**config.mk**
```make
export PLATFORM = sky130hd
export DESIGN_NAME = sgc_top
export DESIGN_NICKNAME = d
export VERILOG_FILES = /design/src/rtl/sgc_pkg.sv /design/src/rtl/sgc_tick_if.sv /design/src/rtl/sgc_clkdiv.sv /design/src/rtl/sgc_tone.sv /design/src/rtl/sgc_top.sv
export VERILOG_INCLUDE_DIRS = /design/src /design/src/rtl
export SDC_FILE = /design/constraint.sdc
export NUM_CORES = 1
export LEC_CHECK = 0
export ABC_AREA = 1
export BUFFER_PORTS_ARGS = -buffer_cell sky130_fd_sc_hd__buf_2
export CORE_ASPECT_RATIO = 1.75
export CORE_MARGIN = 1
export CORE_UTILIZATION = 58
export CTS_BUF_LIST = sky130_fd_sc_hd__clkbuf_4 sky130_fd_sc_hd__clkbuf_8
export DETAILED_ROUTE_END_ITERATION = 8
export PLACE_DENSITY_LB_ADDON = 0.08
export SKIP_CTS_REPAIR_TIMING = 1
export SYNTH_ARGS = -nofsm -noshare
export SYNTH_HDL_FRONTEND = slang
export SYNTH_SLANG_ARGS = --single-unit
```
**constraint.sdc**
```tcl
create_clock -name core_clk -period 4.9 [get_ports core_clk]
set_input_delay 0.98 -clock core_clk [delete_from_list [all_inputs] [get_ports core_clk]]
set_output_delay 0.98 -clock core_clk [all_outputs]
set_load 0.02 [all_outputs]
```
**src/rtl/sgc_consts.svh**
```systemverilog
// register offsets, field positions, reset values and timing counts for the sound generator
`ifndef SGC_CONSTS_SVH
`define SGC_CONSTS_SVH
`define SGC_OFS_CLK 4'h0
`define SGC_OFS_SEL 4'h2
`define SGC_OFS_CTL 4'h4
`define SGC_OFS_DAT 4'h6
`define SGC_OFS_INTF 4'h8
`define SGC_OFS_INTE 4'ha
`define SGC_CLK_DEBUG_RUN 8
`define SGC_CTL_STOP 8
`define SGC_CTL_EN 0
`define SGC_SEL_DRV 2
`define SGC_INTF_BUSY 8
`define SGC_INTF_EMPTY 1
`define SGC_INTF_DONE 0
`define SGC_DAT_RESET 16'h00ff
`define SGC_DIV_DIRECT 3'h7
`define SGC_DIV_MAX 3'h5
// base tick of 1/32768 s expressed in core cycles at 50 MHz (rounded down)
`define SGC_TICK_NS 30518
`define SGC_CLK_NS 20
`define SGC_TICK_CYC ((`SGC_TICK_NS) / (`SGC_CLK_NS))
// one-shot duration only: 512 ticks per step of the timing field
`define SGC_STEP_TICKS 512
`endif

```
**src/rtl/sgc_pkg.sv**
```systemverilog
// types shared by the sound generator control modules
package sgc_pkg;
   typedef enum logic [1:0] {
      SGC_SRC_INTERNAL = 2'h0,
      SGC_SRC_LSX = 2'h1,
      SGC_SRC_HSO = 2'h2,
      SGC_SRC_EXT = 2'h3
   } sgc_src_t;
   typedef enum logic [1:0] {
      SGC_MODE_NORMAL = 2'h0,
      SGC_MODE_ONESHOT = 2'h1,
      SGC_MODE_MELODY = 2'h2,
      SGC_MODE_RSVD = 2'h3
   } sgc_mode_t;
   typedef enum logic [1:0] {
      SGC_IDLE,
      SGC_PLAY,
      SGC_STOPPING
   } sgc_state_t;
endpackage

```
**src/rtl/sgc_tick_if.sv**
```systemverilog
// clock-enable bundle between the divider and the sequencer
`timescale 1ns/1ns
interface sgc_tick_if;
   logic tick;
   logic run;
   modport src (output tick, input run);
   modport dst (input tick, output run);
endinterface

```
**src/rtl/sgc_clkdiv.sv**
```systemverilog
// operating-clock enable: source tick divided per source and divide select
`timescale 1ns/1ns
`include "sgc_consts.svh"
module sgc_clkdiv (
   input wire logic core_clk,
   input wire logic reset,
   input wire logic [1:0] src_sel,
   input wire logic [2:0] div_sel,
   sgc_tick_if.src tk
);
   logic [15:0] base_r, base_nxt;
   logic [6:0] div_r, div_nxt;
   logic tick_r, tick_nxt;
   logic base_hit;
   logic direct;

   // divide code to terminal count of the 1/4..1/128 prescaler
   function automatic logic [6:0] div_limit(input logic [2:0] code);
      logic [7:0] v;
      v = 8'h04 << code;
      div_limit = v[6:0] - 7'h01;
   endfunction

   // slow sources use code 0x7 as 1/1; fast sources sub-divide
   assign direct = (src_sel == 2'h1) || (src_sel == 2'h3);
   assign base_hit = (base_r == 16'((`SGC_TICK_CYC) - 1));

   always_comb begin
      base_nxt = base_r;
      div_nxt = div_r;
      tick_nxt = 1'b0;
      if (tk.run) begin
         base_nxt = base_hit ? 16'h0000 : base_r + 16'h0001;
         if (base_hit) begin
            if (direct) begin
               tick_nxt = (div_sel == `SGC_DIV_DIRECT);
            end else if (div_sel <= `SGC_DIV_MAX) begin
               div_nxt = (div_r >= div_limit(div_sel)) ? 7'h00 : div_r + 7'h01;
               tick_nxt = (div_r >= div_limit(div_sel));
            end
         end
      end
   end

   always_ff @(posedge core_clk or posedge reset) begin
      if (reset) begin
         base_r <= 16'h0000;
         div_r <= 7'h00;
         tick_r <= 1'b0;
      end else begin
         base_r <= base_nxt;
         div_r <= div_nxt;
         tick_r <= tick_nxt;
      end
   end

   assign tk.tick = tick_r;
endmodule

```
**src/rtl/sgc_tone.sv**
```systemverilog
// square-wave tone from period and high-length fields, paced by the operating tick
`timescale 1ns/1ns
module sgc_tone (
   input wire logic core_clk,
   input wire logic reset,
   input wire logic tick,
   input wire logic active,
   input wire logic rest,
   input wire logic [7:0] period,
   input wire logic [5:0] high_len,
   output logic wave
);
   logic [7:0] cnt_r, cnt_nxt;
   logic wave_r, wave_nxt;

   always_comb begin
      cnt_nxt = cnt_r;
      wave_nxt = wave_r;
      if (!active) begin
         cnt_nxt = 8'h00;
         wave_nxt = 1'b0;
      end else if (tick) begin
         cnt_nxt = (cnt_r >= period) ? 8'h00 : cnt_r + 8'h01;
         // rest keeps the line low for the whole note
         wave_nxt = !rest && (cnt_r < {2'b00, high_len});
      end
   end

   always_ff @(posedge core_clk or posedge reset) begin
      if (reset) begin
         cnt_r <= 8'h00;
         wave_r <= 1'b0;
      end else begin
         cnt_r <= cnt_nxt;
         wave_r <= wave_nxt;
      end
   end

   assign wave = wave_r;
endmodule

```
**src/rtl/sgc_top.sv**
```systemverilog
// sound generator control: registers, sequencing, flags and interrupt request
//
// Design decisions made here: the strobed register port and the address map.
`timescale 1ns/1ns
`include "sgc_consts.svh"
module sgc_top (
   input wire logic core_clk,
   input wire logic reset,
   input wire logic [3:0] addr,
   input wire logic [15:0] wdata,
   input wire logic wr,
   input wire logic full_word,
   input wire logic rd,
   output logic [15:0] rdata,
   input wire logic debug_mode,
   output logic tone_out,
   output logic tone_out_n,
   output logic irq
);
   sgc_tick_if tk ();

   // configuration registers
   logic dbg_run_r, dbg_run_nxt;
   logic [2:0] div_r, div_nxt;
   logic [1:0] src_r, src_nxt;
   logic [3:0] tempo_r, tempo_nxt;
   logic drive_r, drive_nxt;
   logic [1:0] mode_r, mode_nxt;
   logic en_r, en_nxt;
   logic [1:0] ie_r, ie_nxt;
   logic [15:0] buf_r, buf_nxt;
   // sequencing state
   sgc_pkg::sgc_state_t st_r, st_nxt;
   logic [15:0] snd_r, snd_nxt;
   logic full_r, full_nxt;
   logic empty_r, empty_nxt;
   logic done_r, done_nxt;
   logic stop_r, stop_nxt;
   logic [13:0] len_r, len_nxt;
   logic [15:0] rdata_r, rdata_nxt;
   logic wave;
   logic busy;
   logic wr_clk, wr_sel, wr_ctl, wr_dat, wr_intf, wr_inte;
   logic stop_wr;
   logic expire;
   logic [14:0] span;

   function automatic logic hit(input logic [3:0] a, input logic [3:0] ofs);
      hit = wr && (a == ofs);
   endfunction

   assign wr_clk = hit(addr, `SGC_OFS_CLK);
   assign wr_sel = hit(addr, `SGC_OFS_SEL);
   assign wr_ctl = hit(addr, `SGC_OFS_CTL);
   assign wr_dat = hit(addr, `SGC_OFS_DAT) && full_word;
   assign wr_intf = hit(addr, `SGC_OFS_INTF);
   assign wr_inte = hit(addr, `SGC_OFS_INTE);
   assign stop_wr = wr_ctl && wdata[`SGC_CTL_STOP] && en_r;

   assign tk.run = en_r && (!debug_mode || dbg_run_r);
   assign busy = (st_r != sgc_pkg::SGC_IDLE);

   // one-shot: (field+1) steps; melody: note length scaled by tempo
   always_comb begin
      span = 15'({tempo_r, 9'h000}) + 15'(`SGC_STEP_TICKS);
      if (mode_r == sgc_pkg::SGC_MODE_MELODY) begin
         // 15 bits: longest note times slowest tempo is exactly 2^14 ticks
         span = (({9'h000, snd_r[13:8]} + 15'h0001) * ({11'h000, tempo_r} + 15'h0001)) << 4;
      end
   end
   assign expire = tk.tick && ({1'b0, len_r} >= span - 15'h0001);

   always_comb begin
      dbg_run_nxt = dbg_run_r;
      div_nxt = div_r;
      src_nxt = src_r;
      tempo_nxt = tempo_r;
      drive_nxt = drive_r;
      mode_nxt = mode_r;
      en_nxt = en_r;
      ie_nxt = ie_r;
      if (wr_clk && !en_r) begin
         dbg_run_nxt = wdata[`SGC_CLK_DEBUG_RUN];
         div_nxt = wdata[6:4];
         src_nxt = wdata[1:0];
      end
      if (wr_sel) begin
         // timing field stability while busy is left to software
         tempo_nxt = wdata[11:8];
         drive_nxt = wdata[`SGC_SEL_DRV];
         mode_nxt = wdata[1:0];
      end
      if (wr_ctl) begin
         en_nxt = wdata[`SGC_CTL_EN];
      end
      if (wr_inte) begin
         ie_nxt = wdata[1:0];
      end
   end

   always_comb begin
      st_nxt = st_r;
      buf_nxt = buf_r;
      snd_nxt = snd_r;
      full_nxt = full_r;
      empty_nxt = empty_r;
      done_nxt = done_r;
      stop_nxt = stop_r;
      len_nxt = len_r;
      if (wr_dat) begin
         buf_nxt = wdata;
         full_nxt = 1'b1;
         empty_nxt = 1'b0;
         done_nxt = 1'b0;
      end
      if (wr_intf && wdata[`SGC_INTF_DONE]) begin
         done_nxt = 1'b0;
      end
      if (stop_wr && busy) begin
         stop_nxt = 1'b1;
         empty_nxt = 1'b1;
         full_nxt = 1'b0;
      end else if (stop_wr) begin
         empty_nxt = 1'b1;
         full_nxt = 1'b0;
      end
      if (!en_r) begin
         st_nxt = sgc_pkg::SGC_IDLE;
         stop_nxt = 1'b0;
         len_nxt = 14'h0000;
      end else if (tk.tick) begin
         unique case (st_r)
            sgc_pkg::SGC_IDLE: begin
               if (full_r && mode_r != sgc_pkg::SGC_MODE_RSVD && !stop_r) begin
                  snd_nxt = buf_r;
                  full_nxt = wr_dat;
                  empty_nxt = !wr_dat;
                  len_nxt = 14'h0000;
                  st_nxt = sgc_pkg::SGC_PLAY;
               end
            end
            sgc_pkg::SGC_PLAY: begin
               len_nxt = len_r + 14'h0001;
               if (stop_r) begin
                  st_nxt = sgc_pkg::SGC_IDLE;
                  stop_nxt = 1'b0;
                  done_nxt = 1'b1;
               end else if (mode_r != sgc_pkg::SGC_MODE_NORMAL && expire) begin
                  if (mode_r == sgc_pkg::SGC_MODE_MELODY && full_r) begin
                     snd_nxt = buf_r;
                     full_nxt = wr_dat;
                     empty_nxt = !wr_dat;
                     len_nxt = 14'h0000;
                  end else begin
                     st_nxt = sgc_pkg::SGC_IDLE;
                     done_nxt = 1'b1;
                  end
               end
            end
            sgc_pkg::SGC_STOPPING: begin
               st_nxt = sgc_pkg::SGC_IDLE;
               stop_nxt = 1'b0;
               done_nxt = 1'b1;
            end
         endcase
      end else if (st_r == sgc_pkg::SGC_IDLE) begin
         stop_nxt = 1'b0;
      end
   end

   always_comb begin
      rdata_nxt = 16'h0000;
      if (rd) begin
         unique case (addr)
            `SGC_OFS_CLK: rdata_nxt = {7'h00, dbg_run_r, 1'b0, div_r, 2'b00, src_r};
            `SGC_OFS_SEL: rdata_nxt = {4'h0, tempo_r, 5'h00, drive_r, mode_r};
            `SGC_OFS_CTL: rdata_nxt = {7'h00, stop_r, 7'h00, en_r};
            `SGC_OFS_DAT: rdata_nxt = buf_r;
            `SGC_OFS_INTF: rdata_nxt = {7'h00, busy, 6'h00, empty_r, done_r};
            `SGC_OFS_INTE: rdata_nxt = {14'h0000, ie_r};
            default: rdata_nxt = 16'h0000;
         endcase
      end
   end

   always_ff @(posedge core_clk or posedge reset) begin
      if (reset) begin
         dbg_run_r <= 1'b0;
         div_r <= 3'h0;
         src_r <= 2'h0;
         tempo_r <= 4'h0;
         drive_r <= 1'b0;
         mode_r <= 2'h0;
         en_r <= 1'b0;
         ie_r <= 2'h0;
         buf_r <= `SGC_DAT_RESET;
         st_r <= sgc_pkg::SGC_IDLE;
         snd_r <= `SGC_DAT_RESET;
         full_r <= 1'b0;
         empty_r <= 1'b1;
         done_r <= 1'b0;
         stop_r <= 1'b0;
         len_r <= 14'h0000;
         rdata_r <= 16'h0000;
      end else begin
         dbg_run_r <= dbg_run_nxt;
         div_r <= div_nxt;
         src_r <= src_nxt;
         tempo_r <= tempo_nxt;
         drive_r <= drive_nxt;
         mode_r <= mode_nxt;
         en_r <= en_nxt;
         ie_r <= ie_nxt;
         buf_r <= buf_nxt;
         st_r <= st_nxt;
         snd_r <= snd_nxt;
         full_r <= full_nxt;
         empty_r <= empty_nxt;
         done_r <= done_nxt;
         stop_r <= stop_nxt;
         len_r <= len_nxt;
         rdata_r <= rdata_nxt;
      end
   end

   sgc_clkdiv u_div (
      .core_clk(core_clk),
      .reset(reset),
      .src_sel(src_r),
      .div_sel(div_r),
      .tk(tk)
   );

   // buzzer modes use only the low six frequency bits
   sgc_tone u_tone (
      .core_clk(core_clk),
      .reset(reset),
      .tick(tk.tick),
      .active(busy),
      .rest(mode_r == sgc_pkg::SGC_MODE_MELODY && snd_r[14]),
      .period(mode_r == sgc_pkg::SGC_MODE_MELODY ? snd_r[7:0] : {2'b00, snd_r[5:0]}),
      .high_len(snd_r[13:8]),
      .wave(wave)
   );

   // direct drive idles both pins low; normal drive keeps a complementary pair
   assign tone_out = wave;
   assign tone_out_n = drive_r ? !wave : (busy && !wave);
   assign irq = (empty_r && ie_r[1]) || (done_r && ie_r[0]);
   assign rdata = rdata_r;

   clk_locked_a: assert property (@(posedge core_clk) disable iff (reset)
      (wr_clk && en_r) |=> $stable(src_r) && $stable(div_r) && $stable(dbg_run_r))
      else $error("clock control changed while enabled");
   irq_gate_a: assert property (@(posedge core_clk) disable iff (reset)
      (wr_inte && wdata[1:0] == 2'b00) |=> !irq)
      else $error("irq raised with enables clear");
   empty_clear_a: assert property (@(posedge core_clk) disable iff (reset)
      (wr_dat && !stop_wr && !tk.tick) |=> !empty_r)
      else $error("buffer write did not clear empty");
   stop_sets_a: assert property (@(posedge core_clk) disable iff (reset)
      stop_wr |=> empty_r)
      else $error("stop write did not set empty");
   done_clear_a: assert property (@(posedge core_clk) disable iff (reset)
      (wr_intf && wdata[0] && !tk.tick) |=> !done_r)
      else $error("done not cleared");
   busy_read_a: assert property (@(posedge core_clk) disable iff (reset)
      (rd && addr == `SGC_OFS_INTF) |=> rdata[8] == $past(busy))
      else $error("busy read wrong");
   stop_end_a: assert property (@(posedge core_clk) disable iff (reset)
      (stop_r && busy && tk.tick && en_r) |=> !busy && done_r)
      else $error("stop did not end output");
   half_write_a: assert property (@(posedge core_clk) disable iff (reset)
      (wr && addr == `SGC_OFS_DAT && !full_word) |=> $stable(buf_r))
      else $error("byte write altered buffer");
endmodule

```
==> out/results.txt, run 1 <==
worst reg2reg path endpoint - snd_r[13]$_DFFE_PP0P_
initial antenna violation count - 0
synth warn - 0
worst hold path type - flop to flop
Post-route DRC - 0
core box area - 0.0130 mm²
Slowest-stage cell, CP - fa_1
Hold EP - snd_r[5]$_DFFE_PP1P_
DR vias - 6858
share of layout cells above drive strength 1 - 28.0%
Hold Crit Depth - 2
largest net degree at the start of global routing - 54
fmax - 192 MHz
IO Pins - 45
fin cells - 1270
Detail Route Antenna Nets - 0
CP startpoint kind - flop
Reg2Reg Setup Slack - -0.31 ns
final hold violations - 0
register bit total from synthesis - 115
area leader, netlist - dfrtp_1
asr flop ratio synth - 100%
die area - 0.0138 mm²
Critical Path RT - 5.23 ns
DR pass1 iterations - 5
Reg2Reg Depth - 34
Period minus WS final - 5.21 ns
kind of critical path - flop to flop
failing checks - setup timing
Slew Limit Fails - 0
synth cell count leaders - 190 x nand2_1, 180 x inv_1, 98 x dfrtp_1
Initial Util - 59.6%
origin of the critical flop-to-flop path - snd_r[8]$_DFFE_PP0P_
starting DRC count in detailed routing - 280
Top FF cell, synth - dfrtp_1
clk buf depth - 2
Netlist Area Pre-Place - 0.00775 mm²
Setup TNS Final - -7.52 ns
CTS tree - yes
CTS sink count - 115
Power per Cell Area - 316 mW/mm²
Setup crit end kind - flop
Worst path most repeated cell - nand2_2
Post-Route Utilization - 74.3%
Overall Global Routing Usage - 29.2%
syn_nets - 1060
Port Buffers - 44
clk root buf - clkbuf_8
dpl hpwl - 14.6 mm
count of nets after finishing - 1182
cell row count - 55
Die X - 89.4 µm
Seq/Total Area, Yosys - 37.4%
first-pass GRT wire length - 30.7 mm
area delta synth->final - 24.6%
GPL Wtd Cong - 0.904
total leakage power - 0.00466 µW
Worst-path clk slew - 0.07 ns
count leader, synth - nand2_1
Final setup viols - 33
total power - 3050 µW
Placed Cells - 1224
hold_sp - snd_r[5]$_DFFE_PP1P_
crit path DAT - 5.54 ns
clk_lat worst skew - 0.45 ns
H-tree depth - 4
Worst-Margin Slew - 0.890 ns
wirelength, routed - 19.6 mm
Worst slew margin - 40.5%
mean post-synth cell area - 8.04 µm²
final setup margin - -0.309 ns
cells after synthesis - 964
skew final - 0.0127 ns
status - finished, violations left
period utilization - 106%
post-DR wirelength/cell - 15.5 µm
top cells by area, synth - dfrtp_1 32%, nand2_1 9.2%, ha_1 9.0%
# diodes - 0
CTS Buf Count - 17
Vias/cell - 5.40
Synth cell types - 53
unrepaired setup endpoints after global routing - true
VDD IR-drop max - 0.339 mV
Post-synth EDFFs - 0
Crit Path Max Fanout - 6
vias in the first global route - 6946
chip height - 155 µm
number of max-cap violations - 0
worst stage delay on the critical path - 0.54 ns
GRT overflow - 0
Yosys top cell area share - 31.6%
[cells in the final DEF, fill, tap and decap left out, drive strengths merged, types with 2 or more instances in the layout]
master and count:
a211oi 3, a21boi 2, a21oi 19, a22o 3, and3 2, buf 114
bufinv 5, clkbuf 27, clkinv 2, clkinvlp 2, dfrtp 98, dfstp 17
fa 14, ha 56, inv 183, nand2 200, nand3 50, nand4 19
nor2 92, nor3 26, nor4 4, o211ai 4, o21a 6, o21ai 72
o22ai 28, xnor2 8, xor2 32
[power breakdown]
group          internal, µW  switching (µW)
logic                   338             521
registers              1050            66.4
clock network           685             389
total                  2070             976
[per-stage QoR]
stage | setup WS, ns | hold slack [ns] | area (µm²)
floorplan | 0.000778 | 0.453 | 7900
global placement | -0.274 | 0.466 | 8710
detailed placement | -0.352 | 0.473 | 8710
CTS | -0.379 | 0.484 | 9200
global route | -0.633 | 0.489 | 9660
finish | -0.309 | 0.477 | 9660
[area by class of cell]
class	instances	area [µm²]
clock buffer	24	318
clock inverter	8	170
fill	1014	3350
inverter	184	698
multi-input combinational	651	4480
sequential	115	2900
tap	171	214
timing repair buffer	117	877
[how the worst max path moves through the flow]
stage,start,endpoint,slack (ns),depth (start not counted)
floorplan,tempo_r[0]$_DFFE_PP0P_,snd_r[10]$_DFFE_PP0P_,0.0008,33
global placement,snd_r[8]$_DFFE_PP0P_,snd_r[14]$_DFFE_PP0P_,-0.27,33
detailed placement,snd_r[8]$_DFFE_PP0P_,snd_r[11]$_DFFE_PP0P_,-0.35,33
CTS,snd_r[8]$_DFFE_PP0P_,snd_r[9]$_DFFE_PP0P_,-0.38,33
global route,snd_r[9]$_DFFE_PP0P_,snd_r[11]$_DFFE_PP0P_,-0.63,32
finish,snd_r[8]$_DFFE_PP0P_,snd_r[13]$_DFFE_PP0P_,-0.31,34
[metal layers]
layer  track usage (%)  up-vias  wire length [µm]
met1              28.7     3285              6930
met5                 0        -                 0
met2              55.9      159             11300
li1                  -     3346                 -
met4              14.4        0               850
met3              5.25       68               558
[worst max-delay path, delay by kind of cell, from the launching register on]
| family | cells | cell delay, ns |
|---|---|---|
| compound gates | 2 | 0.20 |
| xor+xnor | 1 | 0.14 |
| fa+ha+maj | 6 | 2.26 |
| buf+inv | 6 | 0.52 |
| flops | 1 | 0.42 |
| simple gates | 19 | 1.55 |
[sequential cells by signal, indices dropped and copies added, names as in the netlist]
name           cells
u_tone.wave        1
len_r             14
drive_r            1
tempo_r            4
rdata             16
ie_r               2
full_r             1
buf_r             16
mode_r             2
u_div.div_r        7
st_r               1
u_div.base_r      16
u_div.tk.tick      1
dbg_run_r          1
src_r              2
en_r               1
empty_r            1
u_tone.cnt_r       8
div_r              3
snd_r             15
stop_r             1
done_r             1
[kinds of logic (layout without fill, tap and decap cells)]
family,count (synthesis),in the layout,share of synthesized area (%)
XOR/XNOR,40,40,4.52
adder cells (fa/ha/maj),70,70,12.7
AO/OA/AOI/OAI,146,146,12.3
AND/OR/NAND/NOR,395,395,22.9
buffers and inverters,198,333,10.2
flip-flops,115,115,37.4
Note: power is estimated with default switching activity, not from simulation.
==> inputs of run 2 (changes only) <==
--- a/config.mk
+++ b/config.mk
@@ -10,8 +10,9 @@
 export BUFFER_PORTS_ARGS = -buffer_cell sky130_fd_sc_hd__buf_2
 export CORE_ASPECT_RATIO = 1.75
 export CORE_MARGIN = 1
-export CORE_UTILIZATION = 58
+export CORE_UTILIZATION = 60
 export CTS_BUF_LIST = sky130_fd_sc_hd__clkbuf_4 sky130_fd_sc_hd__clkbuf_8
+export CTS_CLUSTER_SIZE = 20
 export DETAILED_ROUTE_END_ITERATION = 8
 export PLACE_DENSITY_LB_ADDON = 0.08
 export SKIP_CTS_REPAIR_TIMING = 1
==> constraint.sdc (replaced) <==
create_clock -name core_clk -period 5.6 [get_ports core_clk]
set_input_delay 1.12 -clock core_clk [delete_from_list [all_inputs] [get_ports core_clk]]
set_output_delay 1.12 -clock core_clk [all_outputs]
set_load 0.02 [all_outputs]
==> out/results.txt, run 2 (same netlist as run 1, synthesis figures left out) <==
# diodes - 0 (unchanged)
kind of critical path - flop to flop
WP buf/inv - 3 (-3)
crit path DAT - 5.70 ns (+0.16 ns)
worst reg2reg path endpoint - snd_r[10]$_DFFE_PP0P_
Place WS - 0.00396 ns (+0.356 ns)
Final setup viols - 0 (-100%)
post-DR wirelength/cell - 15.2 µm (-1.7%)
Crit Path Max Fanout - 7 (+1)
CTS sink count - 115 (unchanged)
cell row count - 54 (-1.8%)
vias in the first global route - 6649 (-4.3%)
initial antenna violation count - 0 (unchanged)
total leakage power - 0.00438 µW (-5.9%)
Slew Limit Fails - 0 (unchanged)
final hold violations - 0 (unchanged)
count of nets after finishing - 1140 (-3.6%)
clk_lat worst skew - 0.44 ns (about the same)
Overall Global Routing Usage - 29.2% (-0.033 points)
Critical Path RT - 5.93 ns (+0.70 ns)
Hold EP - snd_r[2]$_DFFE_PP1P_
wirelength, routed - 18.6 mm (-5.2%)
dpl hpwl - 13.8 mm (-5.4%)
share of layout cells above drive strength 1 - 20.4% (-7.6 points)
area of the multi-input gates - 0.00427 mm² (-4.7%)
Reg2Reg Depth - 33 (-2.9%)
largest net degree at the start of global routing - 76 (+41%)
Period minus WS final - 5.37 ns (+0.166 ns)
clk root buf - clkbuf_8
Worst path most repeated cell - nand2_1
Setup crit end kind - flop
Worst-Margin Slew - 0.924 ns (+0.0342 ns)
FF+latch area - 0.00290 mm² (about the same)
Port Buffers - 44 (unchanged)
final hold slack - 0.477 ns (-0.000581 ns)
Die X - 87.9 µm (-1.6%)
Detail Route Antenna Nets - 0 (unchanged)
Slowest-stage cell, CP - fa_1
origin of the critical flop-to-flop path - tempo_r[1]$_DFFE_PP0P_
CTS tree - yes
H-tree depth - 4 (unchanged)
CP startpoint kind - flop
starting DRC count in detailed routing - 332 (+19%)
period utilization - 96.0% (-10 points)
IO Pins - 45 (unchanged)
skew final - 0.0124 ns (-0.000331 ns)
Final Instance Area - 0.00906 mm² (-6.2%)
final setup margin - 0.226 ns (+0.534 ns)
Filler Cells Inserted - 1034 (+2.0%)
worst hold path type - flop to flop
first-pass GRT wire length - 30.1 mm (-2.1%)
GRT overflow - 0 (unchanged)
Hold Crit Depth - 2 (unchanged)
die area - 0.0134 mm² (-3.3%)
VDD IR-drop max - 0.194 mV (-43%)
Power per Cell Area - 287 mW/mm² (-9.0%)
core box area - 0.0125 mm² (-3.9%)
DR vias - 6617 (-3.5%)
CTS Buf Count - 17 (unchanged)
area delta synth->final - 17.0%
number of max-cap violations - 0 (unchanged)
chip height - 152 µm (-1.7%)
clk buf depth - 2 (unchanged)
Post-Route Utilization - 72.5% (-1.7 points)
Worst slew margin - 38.4% (-2.1 points)
Worst-path clk slew - 0.07 ns (about the same)
Vias/cell - 5.40 (about the same)
DR pass1 iterations - 5 (unchanged)
CP delay by family, top - adder cells
GPL Wtd Cong - 0.899 (-0.45%)
placed inst area - 0.00824 mm² (-5.4%)
Initial Util - 62.0% (+2.4 points)
fmax - 186 MHz (-3.1%)
status - completed
most frequent cells in the layout - 182 x nand2_1, 175 x inv_1, 96 x dfrtp_1
hold_sp - snd_r[2]$_DFFE_PP1P_
commonest non-fill, non-tap cell in the layout - nand2_1
worst stage delay on the critical path - 0.51 ns (-0.03 ns)
Post-route DRC - 0 (unchanged)
Reg2Reg Setup Slack - 0.23 ns (+0.53 ns)
-- run 2: cell count changes in the layout (fill, tap and decap cells not counted), sizes merged --
cell      delta
buf         -42
clkinvlp     -2
clkbuf       -1
clkinv       +2
o211ai       +1
-- run 2: per-layer routing --
metal  routed length, µm  track usage, %
met5                   0               0
met2               10700            56.0
met3                 421            4.01
met4                 619            13.0
met1                6850            29.8
-- run 2: worst max path at each step --
stage                                        to  slack (ns)                   start  cells after the start
after floorplan            snd_r[8]$_DFFE_PP0P_        0.29  tempo_r[0]$_DFFE_PP0P_                     29
after global placement    snd_r[10]$_DFFE_PP0P_        0.14  tempo_r[0]$_DFFE_PP0P_                     29
after detailed placement   snd_r[4]$_DFFE_PP1P_       0.004  tempo_r[0]$_DFFE_PP0P_                     33
after CTS                  snd_r[4]$_DFFE_PP1P_       -0.03  tempo_r[0]$_DFFE_PP0P_                     33
after global routing      snd_r[13]$_DFFE_PP0P_       -0.04  tempo_r[1]$_DFFE_PP0P_                     36
final                     snd_r[10]$_DFFE_PP0P_        0.23  tempo_r[1]$_DFFE_PP0P_                     33
-- run 2: report_power, final --
group	switching, µW	internal [µW]
Combinational	437	262
Sequential	55.3	919
Clock	343	587
-- run 2: stage by stage --
stage / TNS (ns) / power, µW / instances
6_report: 0 / 2600 / 1225
5_1_grt: -0.112 / 2740 / 1225
4_1_cts: -0.149 / 2560 / 1213
3_5_place_dp: 0 / 1640 / 1181
3_3_place_gp: 0 / 1620 / 1181
2_1_floorplan: 0 / 1440 / 964
-- run 2: tightest hold or removal path, delay by kind of cell (launching register included) --
family | cells | cell delay (ns)
AND/OR/NAND/NOR | 1 | 0.07
AO/OA/AOI/OAI | 1 | 0.05
flip-flops | 1 | 0.37
-- run 2: area by class of cell --
cell class                 instances  share of cell area, %
clock inverter                     8                   1.91
tap                              168                   2.32
sequential                       115                   32.0
multi-input combinational        652                   47.1
inverter                         184                   7.68
timing repair buffer              74                   5.66
clock buffer                      24                   3.37
